<file path="src/rtl/pin_role_pkg.sv">
// Purpose: constants shared by the strap latch and pin role block
// Assumes: mclk at 200 MHz, registers reached over AHB-Lite
// Notes: byte addresses of one aligned word per register
//
// Summary of operation
// - straps latched once, at first reset release
// - strap pair decodes to three codec modes or DSP
// - strap pins pulled up, floating gives primary
// - strap pins become general I/O after latch
// - strap capture needs no running crystal clock; crystal_clock_needed is still set while awaiting the latch
// - all eight pins default inputs with pull-ups
// - alert role drives pin 3 on wake match
// - pin 1 input only, optional microphone route
// - monitor role drives monitor bit on pin 4
// - primary mode drives bit clock at 12.288 MHz
// - controller drives 48 kHz frame sync, device accepts
// - secondary modes take bit clock as input
// - secondary modes need no crystal clock unless a wake mask bit is set
// - sample slot 5 by default, else 10 or 11
// - frame sync output in DSP, input otherwise
// - bit clock output primary and DSP, else input
package pin_role_pkg;

   typedef enum logic [1:0] {
      MODE_PRIMARY,
      MODE_SECOND_01,
      MODE_SECOND_10,
      MODE_DSP
   } link_mode_e;

   typedef enum {ST_WAIT_RELEASE, ST_LOCKED} latch_state_e;

   // register byte addresses
   localparam logic [7:0] ADDR_CTRL = 8'h00;
   localparam logic [7:0] ADDR_GPIO_DIR = 8'h04;
   localparam logic [7:0] ADDR_GPIO_OUT = 8'h08;
   localparam logic [7:0] ADDR_GPIO_PULL = 8'h0C;
   localparam logic [7:0] ADDR_GPIO_IN = 8'h10;
   localparam logic [7:0] ADDR_WAKE_MASK = 8'h14;
   localparam logic [7:0] ADDR_WAKE_POL = 8'h18;
   localparam logic [7:0] ADDR_MODE = 8'h1C;
   localparam logic [7:0] ADDR_IRQ_STATUS = 8'h20;
   localparam logic [7:0] ADDR_IRQ_CLEAR = 8'h24;
   localparam logic [7:0] ADDR_IRQ_ENABLE = 8'h28;

   // control fields
   localparam int CTRL_MIC_BIT = 0;
   localparam int CTRL_ALERT_BIT = 1;
   localparam int CTRL_MON_BIT = 2;
   localparam int CTRL_SLOT_LSB = 4;
   localparam int MODE_LOCK_BIT = 2;

   // interrupt bits
   localparam int IRQ_W = 3;
   localparam int IRQ_LOCKED = 0;
   localparam int IRQ_WAKE = 1;
   localparam int IRQ_FRAME = 2;

   // pins
   localparam int GPIO_W = 8;
   localparam int PIN_MIC = 1;
   localparam int PIN_STRAP_LO = 2;
   localparam int PIN_ALERT = 3;
   localparam int PIN_MON = 4;

   // reset values
   localparam logic [7:0] PULL_RESET = 8'hFF;
   localparam logic [7:0] DIR_RESET = 8'h00;
   localparam logic [1:0] SLOT_SEL_RESET = 2'h0;

   // sample slots
   localparam logic [3:0] SLOT_DEFAULT = 4'h5;
   localparam logic [3:0] SLOT_ALT_A = 4'hA;
   localparam logic [3:0] SLOT_ALT_B = 4'hB;

   // link timing
   localparam longint MCLK_KHZ = 200000;
   localparam longint AC_BITCLK_KHZ = 12288;
   localparam longint DSP_BITCLK_KHZ = 4096;
   localparam int NCO_W = 24;
   localparam logic [NCO_W-1:0] AC_STEP =
      NCO_W'((2 * AC_BITCLK_KHZ * (64'h1 << NCO_W)) / MCLK_KHZ);
   localparam logic [NCO_W-1:0] DSP_STEP =
      NCO_W'((2 * DSP_BITCLK_KHZ * (64'h1 << NCO_W)) / MCLK_KHZ);
   localparam int DSP_FRAME_W = 9;
   localparam logic [DSP_FRAME_W-1:0] DSP_FRAME_LAST = 9'h1FF;

endpackage

</file>
<file path="src/rtl/tick_if.sv">
`timescale 1ns/1ps
// Purpose: carries a divider step and its enable pulse
// Assumes: one clock domain
// Notes: gen side drives the tick, user side the step
interface tick_if;
   import pin_role_pkg::*;
   logic [NCO_W-1:0] step;
   logic run;
   logic tick;
   modport gen (input step, input run, output tick);
   modport user (output step, output run, input tick);
endinterface
</file>
<file path="src/rtl/nco_div.sv">
`timescale 1ns/1ps
// Purpose: phase accumulator giving one-cycle enable pulses
// Assumes: step sets the pulse rate as a fraction of mclk
// Notes: carry out of the accumulator is the pulse
module nco_div
   import pin_role_pkg::*;
(
   // clock and reset
   input wire logic mclk,
   input wire logic rst_n,
   // divider link
   tick_if.gen t
);
   logic [NCO_W-1:0] acc_q;
   logic [NCO_W:0] sum;

   assign sum = {1'b0, acc_q} + {1'b0, t.step};

   always_ff @(posedge mclk) begin
      if (!rst_n || !t.run) begin
         acc_q <= '0;
         t.tick <= 1'b0;
      end else begin
         acc_q <= sum[NCO_W-1:0];
         t.tick <= sum[NCO_W];
      end
   end
endmodule

</file>
<file path="src/rtl/pin_role_top.sv">
// Register access over AHB-Lite and the register offsets were chosen for this implementation.
`timescale 1ns/1ps
// Purpose: strap mode latch, pin roles and link direction
// Assumes: rst_n is the power-on reset, reset_pin_n the pin
// Notes: AHB-Lite slave, zero wait states, always OKAY
module pin_role_top
   import pin_role_pkg::*;
(
   // clock and power-on reset
   input wire logic mclk,
   input wire logic rst_n,
   // reset / power-down pin
   input wire logic reset_pin_n,
   // AHB-Lite slave
   input wire logic hsel,
   input wire logic [7:0] haddr,
   input wire logic [1:0] htrans,
   input wire logic hwrite,
   input wire logic [2:0] hsize,
   input wire logic [31:0] hwdata,
   input wire logic hready,
   output logic [31:0] hrdata,
   output logic hreadyout,
   output logic hresp,
   // general purpose pins
   input wire logic [GPIO_W-1:0] gpio_in,
   output logic [GPIO_W-1:0] gpio_out,
   output logic [GPIO_W-1:0] gpio_oe_n,
   output logic [GPIO_W-1:0] gpio_pullup_en,
   // codec side
   input wire logic monitor_output_pin,
   output logic microphone_analog_input,
   output logic crystal_clock_needed,
   // link pins
   input wire logic bit_clk_in,
   output logic bit_clk_out,
   output logic bit_clk_oe_n,
   input wire logic sync_in,
   output logic sync_out,
   output logic sync_oe_n,
   // engine side
   output link_mode_e link_mode,
   output logic mode_locked,
   output logic ac97_engine_en,
   output logic dsp_engine_en,
   output logic [3:0] sample_slot,
   output logic link_bit_rise,
   output logic link_frame_start,
   // interrupt
   output logic irq
);
   latch_state_e state_q;
   link_mode_e mode_q;
   logic [GPIO_W-1:0] gpio_s;
   logic rpin_s, rpin_prev_q, bclk_s, bclk_prev_q, sync_s, sync_prev_q;
   logic [7:0] ctrl_q, dir_q, out_q, pull_q, wmask_q, wpol_q;
   logic [IRQ_W-1:0] ista_q, ien_q, iset;
   logic wake_q, locked, run, master, bclk_q, dsync_q, bit_rise, frame;
   logic [DSP_FRAME_W-1:0] bitcnt_q;
   logic wr_pend_q;
   logic [7:0] wr_addr_q;
   logic [31:0] hrdata_q;
   logic [GPIO_W-1:0] pin_out_d, pin_oe_n_d, pin_out_q, pin_oe_n_q;
   logic [3:0] slot_q;
   logic irq_q, clr_hit;
   tick_if tk ();

   ////////////////////////////////////////////////////////////////
   // pin synchronisers
   sync2 #(.W(GPIO_W + 3)) u_sync (
      .mclk(mclk),
      .d({gpio_in, reset_pin_n, bit_clk_in, sync_in}),
      .q({gpio_s, rpin_s, bclk_s, sync_s})
   );

   ////////////////////////////////////////////////////////////////
   // strap latch
   assign locked = (state_q == ST_LOCKED);

   always_ff @(posedge mclk) begin
      if (!rst_n) begin
         rpin_prev_q <= 1'b0;
      end else begin
         rpin_prev_q <= rpin_s;
      end
   end

   always_ff @(posedge mclk) begin
      if (!rst_n) begin
         state_q <= ST_WAIT_RELEASE;
         mode_q <= MODE_PRIMARY;
      end else begin
         case (state_q)
            ST_WAIT_RELEASE: begin
               if (rpin_s && !rpin_prev_q) begin
                  mode_q <= link_mode_e'(~gpio_s[PIN_ALERT:PIN_STRAP_LO]);
                  state_q <= ST_LOCKED;
               end
            end
            ST_LOCKED: state_q <= ST_LOCKED;
            default: state_q <= ST_WAIT_RELEASE;
         endcase
      end
   end

   ////////////////////////////////////////////////////////////////
   // link clock and frame sync
   assign master = (mode_q == MODE_PRIMARY) || (mode_q == MODE_DSP);
   assign run = locked && rpin_s && master;
   assign tk.run = run;
   assign tk.step = (mode_q == MODE_DSP) ? DSP_STEP : AC_STEP;

   nco_div u_nco (
      .mclk(mclk),
      .rst_n(rst_n),
      .t(tk.gen)
   );

   always_ff @(posedge mclk) begin
      if (!rst_n || !run) begin
         bclk_q <= 1'b0;
      end else if (tk.tick) begin
         bclk_q <= !bclk_q;
      end
   end

   always_ff @(posedge mclk) begin
      if (!rst_n) begin
         bclk_prev_q <= 1'b0;
         sync_prev_q <= 1'b0;
      end else begin
         bclk_prev_q <= bclk_s;
         sync_prev_q <= sync_s;
      end
   end

   // slave edges from the sampled pin, master edges from the divider
   assign bit_rise = master ? (run && tk.tick && !bclk_q)
                            : (locked && bclk_s && !bclk_prev_q);

   always_ff @(posedge mclk) begin
      if (!rst_n || !(run && mode_q == MODE_DSP)) begin
         bitcnt_q <= '0;
         dsync_q <= 1'b0;
      end else if (bit_rise) begin
         bitcnt_q <= bitcnt_q + 1'b1;
         dsync_q <= (bitcnt_q == DSP_FRAME_LAST);
      end
   end

   assign frame = (mode_q == MODE_DSP)
      ? (bit_rise && bitcnt_q == DSP_FRAME_LAST)
      : (locked && sync_s && !sync_prev_q);

   always_ff @(posedge mclk) begin
      if (!rst_n) begin
         bit_clk_out <= 1'b0;
         bit_clk_oe_n <= 1'b1;
         sync_out <= 1'b0;
         sync_oe_n <= 1'b1;
         link_bit_rise <= 1'b0;
         link_frame_start <= 1'b0;
      end else begin
         bit_clk_out <= bclk_q;
         bit_clk_oe_n <= !(locked && master);
         sync_out <= dsync_q;
         sync_oe_n <= !(locked && mode_q == MODE_DSP);
         link_bit_rise <= bit_rise;
         link_frame_start <= frame;
      end
   end

   always_ff @(posedge mclk) begin
      if (!rst_n) begin
         ac97_engine_en <= 1'b0;
         dsp_engine_en <= 1'b0;
         crystal_clock_needed <= 1'b0;
         slot_q <= SLOT_DEFAULT;
      end else begin
         ac97_engine_en <= locked && mode_q != MODE_DSP;
         dsp_engine_en <= locked && mode_q == MODE_DSP;
         crystal_clock_needed <= master || (|wmask_q);
         case (ctrl_q[CTRL_SLOT_LSB +: 2])
            2'h1: slot_q <= SLOT_ALT_A;
            2'h2: slot_q <= SLOT_ALT_B;
            default: slot_q <= SLOT_DEFAULT;
         endcase
      end
   end

   assign link_mode = mode_q;
   assign mode_locked = locked;
   assign sample_slot = slot_q;

   ////////////////////////////////////////////////////////////////
   // pin roles
   always_ff @(posedge mclk) begin
      if (!rst_n) begin
         wake_q <= 1'b0;
      end else begin
         wake_q <= |(wmask_q & ~(gpio_s ^ wpol_q));
      end
   end

   always_comb begin
      pin_out_d = out_q;
      pin_oe_n_d = ~dir_q;
      pin_oe_n_d[PIN_MIC] = 1'b1;
      if (!locked) begin
         pin_oe_n_d[PIN_ALERT:PIN_STRAP_LO] = 2'h3;
      end else if (ctrl_q[CTRL_ALERT_BIT]) begin
         pin_out_d[PIN_ALERT] = wake_q;
         pin_oe_n_d[PIN_ALERT] = 1'b0;
      end
      if (ctrl_q[CTRL_MON_BIT]) begin
         pin_out_d[PIN_MON] = monitor_output_pin;
         pin_oe_n_d[PIN_MON] = 1'b0;
      end
   end

   always_ff @(posedge mclk) begin
      if (!rst_n) begin
         pin_out_q <= '0;
         pin_oe_n_q <= '1;
      end else begin
         pin_out_q <= pin_out_d;
         pin_oe_n_q <= pin_oe_n_d;
      end
   end

   assign gpio_out = pin_out_q;
   assign gpio_oe_n = pin_oe_n_q;
   assign gpio_pullup_en = locked ? pull_q : PULL_RESET;
   assign microphone_analog_input = ctrl_q[CTRL_MIC_BIT];

   ////////////////////////////////////////////////////////////////
   // AHB-Lite slave
   function automatic logic [31:0] reg_read(input logic [7:0] a);
      case (a)
         ADDR_CTRL: reg_read = {24'h0, ctrl_q};
         ADDR_GPIO_DIR: reg_read = {24'h0, dir_q};
         ADDR_GPIO_OUT: reg_read = {24'h0, out_q};
         ADDR_GPIO_PULL: reg_read = {24'h0, pull_q};
         ADDR_GPIO_IN: reg_read = {24'h0, gpio_s &
            ~(ctrl_q[CTRL_MIC_BIT] ? 8'(1 << PIN_MIC) : 8'h00)};
         ADDR_WAKE_MASK: reg_read = {24'h0, wmask_q};
         ADDR_WAKE_POL: reg_read = {24'h0, wpol_q};
         ADDR_MODE: reg_read = {29'h0, locked, mode_q};
         ADDR_IRQ_STATUS: reg_read = {29'h0, ista_q};
         ADDR_IRQ_ENABLE: reg_read = {29'h0, ien_q};
         default: reg_read = 32'h0;
      endcase
   endfunction

   always_ff @(posedge mclk) begin
      if (!rst_n) begin
         wr_pend_q <= 1'b0;
         wr_addr_q <= 8'h00;
         hrdata_q <= 32'h0;
      end else begin
         wr_pend_q <= 1'b0;
         if (hsel && htrans[1] && hready) begin
            wr_pend_q <= hwrite;
            wr_addr_q <= haddr;
            if (!hwrite) begin
               hrdata_q <= reg_read(haddr);
            end
         end
      end
   end

   always_ff @(posedge mclk) begin
      if (!rst_n) begin
         ctrl_q <= {2'h0, SLOT_SEL_RESET, 4'h0};
         dir_q <= DIR_RESET;
         out_q <= 8'h00;
         pull_q <= PULL_RESET;
         wmask_q <= 8'h00;
         wpol_q <= 8'h00;
         ien_q <= '0;
      end else if (wr_pend_q) begin
         case (wr_addr_q)
            ADDR_CTRL: ctrl_q <= hwdata[7:0];
            ADDR_GPIO_DIR: dir_q <= hwdata[7:0];
            ADDR_GPIO_OUT: out_q <= hwdata[7:0];
            ADDR_GPIO_PULL: pull_q <= hwdata[7:0];
            ADDR_WAKE_MASK: wmask_q <= hwdata[7:0];
            ADDR_WAKE_POL: wpol_q <= hwdata[7:0];
            ADDR_IRQ_ENABLE: ien_q <= hwdata[IRQ_W-1:0];
            default: ien_q <= ien_q;
         endcase
      end
   end

   assign hrdata = hrdata_q;
   assign hreadyout = 1'b1;
   assign hresp = 1'b0;

   ////////////////////////////////////////////////////////////////
   // interrupts, set wins over clear
   assign clr_hit = wr_pend_q && (wr_addr_q == ADDR_IRQ_CLEAR);
   assign iset[IRQ_LOCKED] = (state_q == ST_WAIT_RELEASE)
      && rpin_s && !rpin_prev_q;
   assign iset[IRQ_WAKE] = wmask_q != 8'h00
      && |(wmask_q & ~(gpio_s ^ wpol_q)) && !wake_q;
   assign iset[IRQ_FRAME] = frame;

   always_ff @(posedge mclk) begin
      if (!rst_n) begin
         ista_q <= '0;
         irq_q <= 1'b0;
      end else begin
         ista_q <= (ista_q & ~(clr_hit ? hwdata[IRQ_W-1:0] : '0)) | iset;
         irq_q <= |(ista_q & ien_q);
      end
   end

   assign irq = irq_q;
endmodule

</file>
<file path="src/rtl/sync2.sv">
`timescale 1ns/1ps
// Purpose: two flip-flop synchroniser for pin levels
// Assumes: inputs asynchronous to mclk
// Notes: first stage feeds only the second stage
module sync2 #(
   parameter int W = 1
) (
   // clock
   input wire logic mclk,
   // data
   input wire logic [W-1:0] d,
   output logic [W-1:0] q
);
   logic [W-1:0] meta_q;

   always_ff @(posedge mclk) begin
      meta_q <= d;
      q <= meta_q;
   end
endmodule

</file>
<file path="config.mk">
export PLATFORM = sky130hd
export DESIGN_NAME = pin_role_top
export DESIGN_NICKNAME = d
export VERILOG_FILES = /design/src/rtl/pin_role_pkg.sv /design/src/rtl/tick_if.sv /design/src/rtl/nco_div.sv /design/src/rtl/pin_role_top.sv /design/src/rtl/sync2.sv
export SDC_FILE = /design/constraint.sdc
export NUM_CORES = 1
export LEC_CHECK = 0
export ABC_AREA = 1
export BUFFER_PORTS_ARGS = -buffer_cell sky130_fd_sc_hd__buf_2
export CORE_MARGIN = 1
export CORE_UTILIZATION = 42
export DETAILED_ROUTE_END_ITERATION = 10
export GPL_TIMING_DRIVEN = 1
export PLACE_DENSITY = 0.68
export SLEW_MARGIN = 20
export SYNTH_ARGS = -nofsm -noshare
export SYNTH_HDL_FRONTEND = slang
export SYNTH_SLANG_ARGS = --single-unit
</file>
<file path="constraint.sdc">
create_clock -name mclk -period 2.5 [get_ports mclk]
set_input_delay 0.5 -clock mclk [delete_from_list [all_inputs] [get_ports mclk]]
set_output_delay 0.5 -clock mclk [all_outputs]
set_load 0.01 [all_outputs]
</file>
---- Word-level counts from Yosys, hierarchy flattened ----
Cells that the tools add are included.
word-level totals
  register bits after elaboration ......... 221
  bits of input ports ..................... 62
  output and inout bits ................... 76
  word-level logic and storage cells ...... 147
operators by class
  bitwise logic cells ..................... 12
  muxes and demuxes ....................... 15
  reductions and logical operators ........ 55
  equal/unequal tests ..................... 24
  $add $sub $neg .......................... 2
operator list
  kind                                                  number
  one-hot mux 8 bit (10 select lines)                   1
  zero test 32 bit                                      2
  one-hot mux 32 bit (2 select lines)                   1
  equality test 8 x 5 -> 1 bit, second input constant   6
  equality test 32 x 1 -> 1 bit, second input constant  1
  equality test 32 x 2 -> 1 bit, second input constant  1
  equality test 8 x 4 -> 1 bit, second input constant   4
  equality test 8 x 6 -> 1 bit, second input constant   4
  two-way mux 32 bit                                    1
  adder 24 x 21 -> 25 bit                               1
  AND reduction 2 bit                                   11
  logical AND 1 bit                                     21
  two-way mux 21 bit                                    1
  bitwise AND 8 bit                                     2
  equality test 8 x 3 -> 1 bit, second input constant   2
  zero test 8 bit                                       2
  NOT 8 bit                                             2
  OR reduction 8 bit                                    2
  zero test 1 bit                                       10
  adder 9 x 1 -> 9 bit, second input constant           1
  equality test 9 bit, second input constant            1
  two-way mux 8 bit                                     1
  NOT 2 -> 8 bit                                        1
  one-hot mux 4 bit (2 select lines)                    1
  16 further kinds                                      28

---- Depth between registers and ports, before layout ----
  word-level depth ........................ 9
  gate-level depth with buffers ........... 13
  mapped depth without buffers ............ 13

---- Modules after synthesis ----
Synthesis repeated with hierarchy kept, for this count alone.
second synthesis, totals
  cell total of the unflattened synthesis .. 1144
  area, all modules ....................... 8077.7 um2
modules (own cells, without submodules)
  module        area an instance (um2)  seq. area each (um2)  instances  cells an instance
  pin_role_top  5190.0                  2342.2                1          686
  nco_div       2447.3                  500.5                 1          436
  sync2         440.4                   440.4                 1          22

---- Least setup slack after synthesis ----
Ideal clock, no wire load.
  kind .................................... reg2reg
  from .................................... register mode_q[0] (netlist: link_mode[0])
  to ...................................... register u_nco.acc_q[23]
  required time ........................... 2.387 ns
  path slack .............................. 0.414 ns
  clock period less this slack ............ 2.086 ns
  library setup time ...................... 0.113 ns
  data arrival time ....................... 1.974 ns
  cell stages (with the launch flop) ...... 13
  buffers on the path ..................... 0
  cell sequence ........................... dfxtp_1 -> ha_1 -> inv_2 -> ha_1 -> inv_1 -> nor2_1 -> nand2_1 -> nor3_1 -> nand3_1 -> inv_1 -> nor2_1 -> nor2_1 -> nor2_1
between the ends
  longest elaborated chain between the ends .. 5
  elaborated cells between the ends (all ways) .. 8
  those cells by class .................... add/sub (1); eq/ne (1); mux (1); reduce/logical (5)
RTL lines
  item                                                             RTL line            text
  start, declared                                                  pin_role_top.sv:53  link_mode_e mode_q;
  start signal, assigned                                           pin_role_top.sv:96  mode_q <= link_mode_e'(~gpio_s[PIN_ALERT:PIN_STRAP_LO]);
  branches (longest 5 deep; another with adder 24 x 21 -> 25 bit)  n/a
  end signal, assigned                                             nco_div.sv:24       acc_q <= sum[NCO_W-1:0];
  end, declared                                                    nco_div.sv:14       logic [NCO_W-1:0] acc_q;
Parallel ways; which one is timed is not known.
A chain may end at the register's enable or synchronous reset.

---- Worst setup path after layout ----
  from .................................... register mode_q[0] (netlist: link_mode[0])
  to ...................................... register u_nco.acc_q[16]
Same word-level chain as after synthesis.

==> out/metrics.cfg <==
[clocking]
cts_sinks=163
root_buffer=clkbuf_16
cts_tree=done
cts_max_level=4
hold_buffers=0
cts_resized=0
clk_latency_ns=0.44
path_clk_slew_ns=0.07
cts_setup_buffers=0
cts-buffers-inserted=17
clock_path_buffers=2

[placed_design]
gp_congestion=0.904
dp_hpwl_mm=13.8
io_buffers=82
post-place-ws_ns=0.255

[global_route]
grt_busiest_layer=met2
antenna_found_initial=0
grt_pass1_wl_mm=30.4
gr-usage-met2=0.374
grt_pass1_vias=6169
grt.total_usage=0.215
grtUsageMet1=0.263
grt_util_met3=0.0499
grt_max_degree=48
gr-total-overflow=0

[synth]
synthTopCellsByArea=dfxtp_1 (44%), nand2_1 (11%), inv_1 (6.4%), a21oi_1 (5.7%), o21ai_0 (5.5%)
synth_area_um2=7390
ys_warn_count=0
syn_avg_cell_area_um2=7.31
yosys.area_share.xor_xnor=0.00593
synth_top_family_by_area=simple AND/OR/NAND/NOR gates
synth_edf_count=0
synth_compound_area_frac=0.140
yosysTopAreaCellShare=0.442
synth_top_area_cell=dfxtp_1
ys_seq_area_frac=0.442
synthAdderAreaFrac=0.0186
netlist-cell-type-count=45
synthCells=1011
muxShareOfSynthArea=0
synth-simple-area-share=0.279
yosysMostFrequentCell=nand2_1
synth_ff_type=dfxtp_1
async_flop_share=0
ys_seq_elements=163
synth_common_cells=nand2_1 (219), dfxtp_1 (163), inv_1 (126)

[die]
dieArea_um2=18100
dieWidth_um=135
initial_core_util=0.429
chipHeight_um=135
ios=138
core-area_um2=17200
rows=48

[route]
wl_mm=18.7
ant_nets=0
drc=0
vias=6633
viasPerCell=4.96
firstDrtPassIters=7
wl_per_cell_um=13.9
drtIter0Drc=449

[critical_path]
end_kind=flop
required_ns=2.82
arrival_ns=2.59
worstPathMaxFanout=6
crit_path_start_kind=flop
path_class=reg -> reg

[power_and_ir_drop]
p_per_area_nw_per_um2=683
p_leak_nw=3.99
vdd_drop_max_mv=0.539

[timing]
period_minus_slack_ns=2.27
fmax_mhz=440
rsz0062_at_grt=no
layout_setup_ws_ns=0.227
tightest_slew_ns=0.529
report.final.setup_viol=0
max-slew-margin-rel=0.647
skew_ns=0.00935
hold_viol_final=0
maxSlewViolCount=0
post-route-period-util=0.909
tns_ns=0

[finish]
antennaDiodeCount=0
final_util=0.497
fin_nets=1173
syn_to_final_growth_pct=15.9
drive_above_1_share=0.161

[status]
status=complete, no violations

[flow_run]
cap_violations=0

[min_path]
holdCritPathClass=in -> reg

==> cell type report <==
cell class              count  area, um2
fillers                  1723       8670
multi-input cells         688       3370
flip-flops and latches    163       3260
repair buffers             96        515
inverters                 134        503
clock buffers              18        439
well taps                 225        282
clock inverters            14        190
==> logic make-up after synthesis <==
logic type                 count (synthesis)
AOI/OAI and AO/OA                        191
xor gates and xnor gates                   5
adders and majority gates                 11
buffers and inverters                    185
DFF                                      163
other                                      2
and+or+nand+nor                          454
==> stage by stage <==
step / power, mW / hold WS [ns] / cells / instance area, um2
after floorplan: 3.01 / 0.310 / 1036 / 7480
after global placement: 3.11 / 0.310 / 1306 / 7940
after detailed placement: 3.12 / 0.312 / 1306 / 7940
after CTS: 5.89 / 0.149 / 1338 / 8560
after global routing: 6.06 / 0.150 / 1338 / 8560
final: 5.85 / 0.162 / 1338 / 8560
==> sequential cells by signal, indices dropped and copies added, names as in the netlist, 9 cells and up <==
signal         cells
u_nco.acc_q       23
u_sync.meta_q     11
u_sync.q          11
bitcnt_q           9
==> cell usage in the layout (no fill, tap or decap), types with 5 or more instances in the layout <==
| cell | count |
|---|---|
| inv_2 | 7 |
| dfxtp_1 | 163 |
| nor2_1 | 96 |
| nand3_1 | 74 |
| buf_2 | 82 |
| clkbuf_16 | 17 |
| nand2_1 | 219 |
| nand2_2 | 9 |
| o211ai_1 | 8 |
| nor3_1 | 12 |
| buf_4 | 14 |
| nand4_1 | 5 |
| nor2_4 | 11 |
| o21ai_0 | 81 |
| or2_2 | 7 |
| inv_6 | 6 |
| conb_1 | 27 |
| inv_1 | 126 |
| a211oi_1 | 6 |
| ha_1 | 11 |
| a21oi_1 | 84 |
==> critical path, cell delays in order, from the launching register on <==
cell and delay [ns]:
dfxtp_1 0.34, buf_4 0.13, ha_1 0.39, ha_1 0.37, a21oi_1 0.25, o21ai_1 0.14, o21ai_0 0.16, nand2_1 0.12
o21ai_0 0.19, a21oi_1 0.06
==> final timing paths <==
| kind | to | start | slack (ns) | depth (start not counted) |
|---|---|---|---|---|
| max | u_nco.acc_q[16] | link_mode[0] | 0.23 | 9 |
| min reg2reg | u_sync.q[7] | u_sync.meta_q[7] | 0.33 | 0 |
| min | u_sync.meta_q[4] | gpio_in[1] | 0.16 | 1 |
| max reg2reg | u_nco.acc_q[16] | link_mode[0] | 0.23 | 9 |
==> metal layers <==
layer | wire length, um | part of all wire
met4 | 374 | 0.020
met2 | 9040 | 0.48
met1 | 8200 | 0.44
met3 | 1040 | 0.056
met5 | 0 | 0
==> power by group <==
part	total [mW]	leakage [nW]	internal, mW	switching (mW)
Combinational	0.375	2.36	0.113	0.262
Clock	2.79	0.307	1.63	1.16
Sequential	2.68	1.33	2.65	0.0337
No activity file was read; power rests on OpenSTA's default activity.
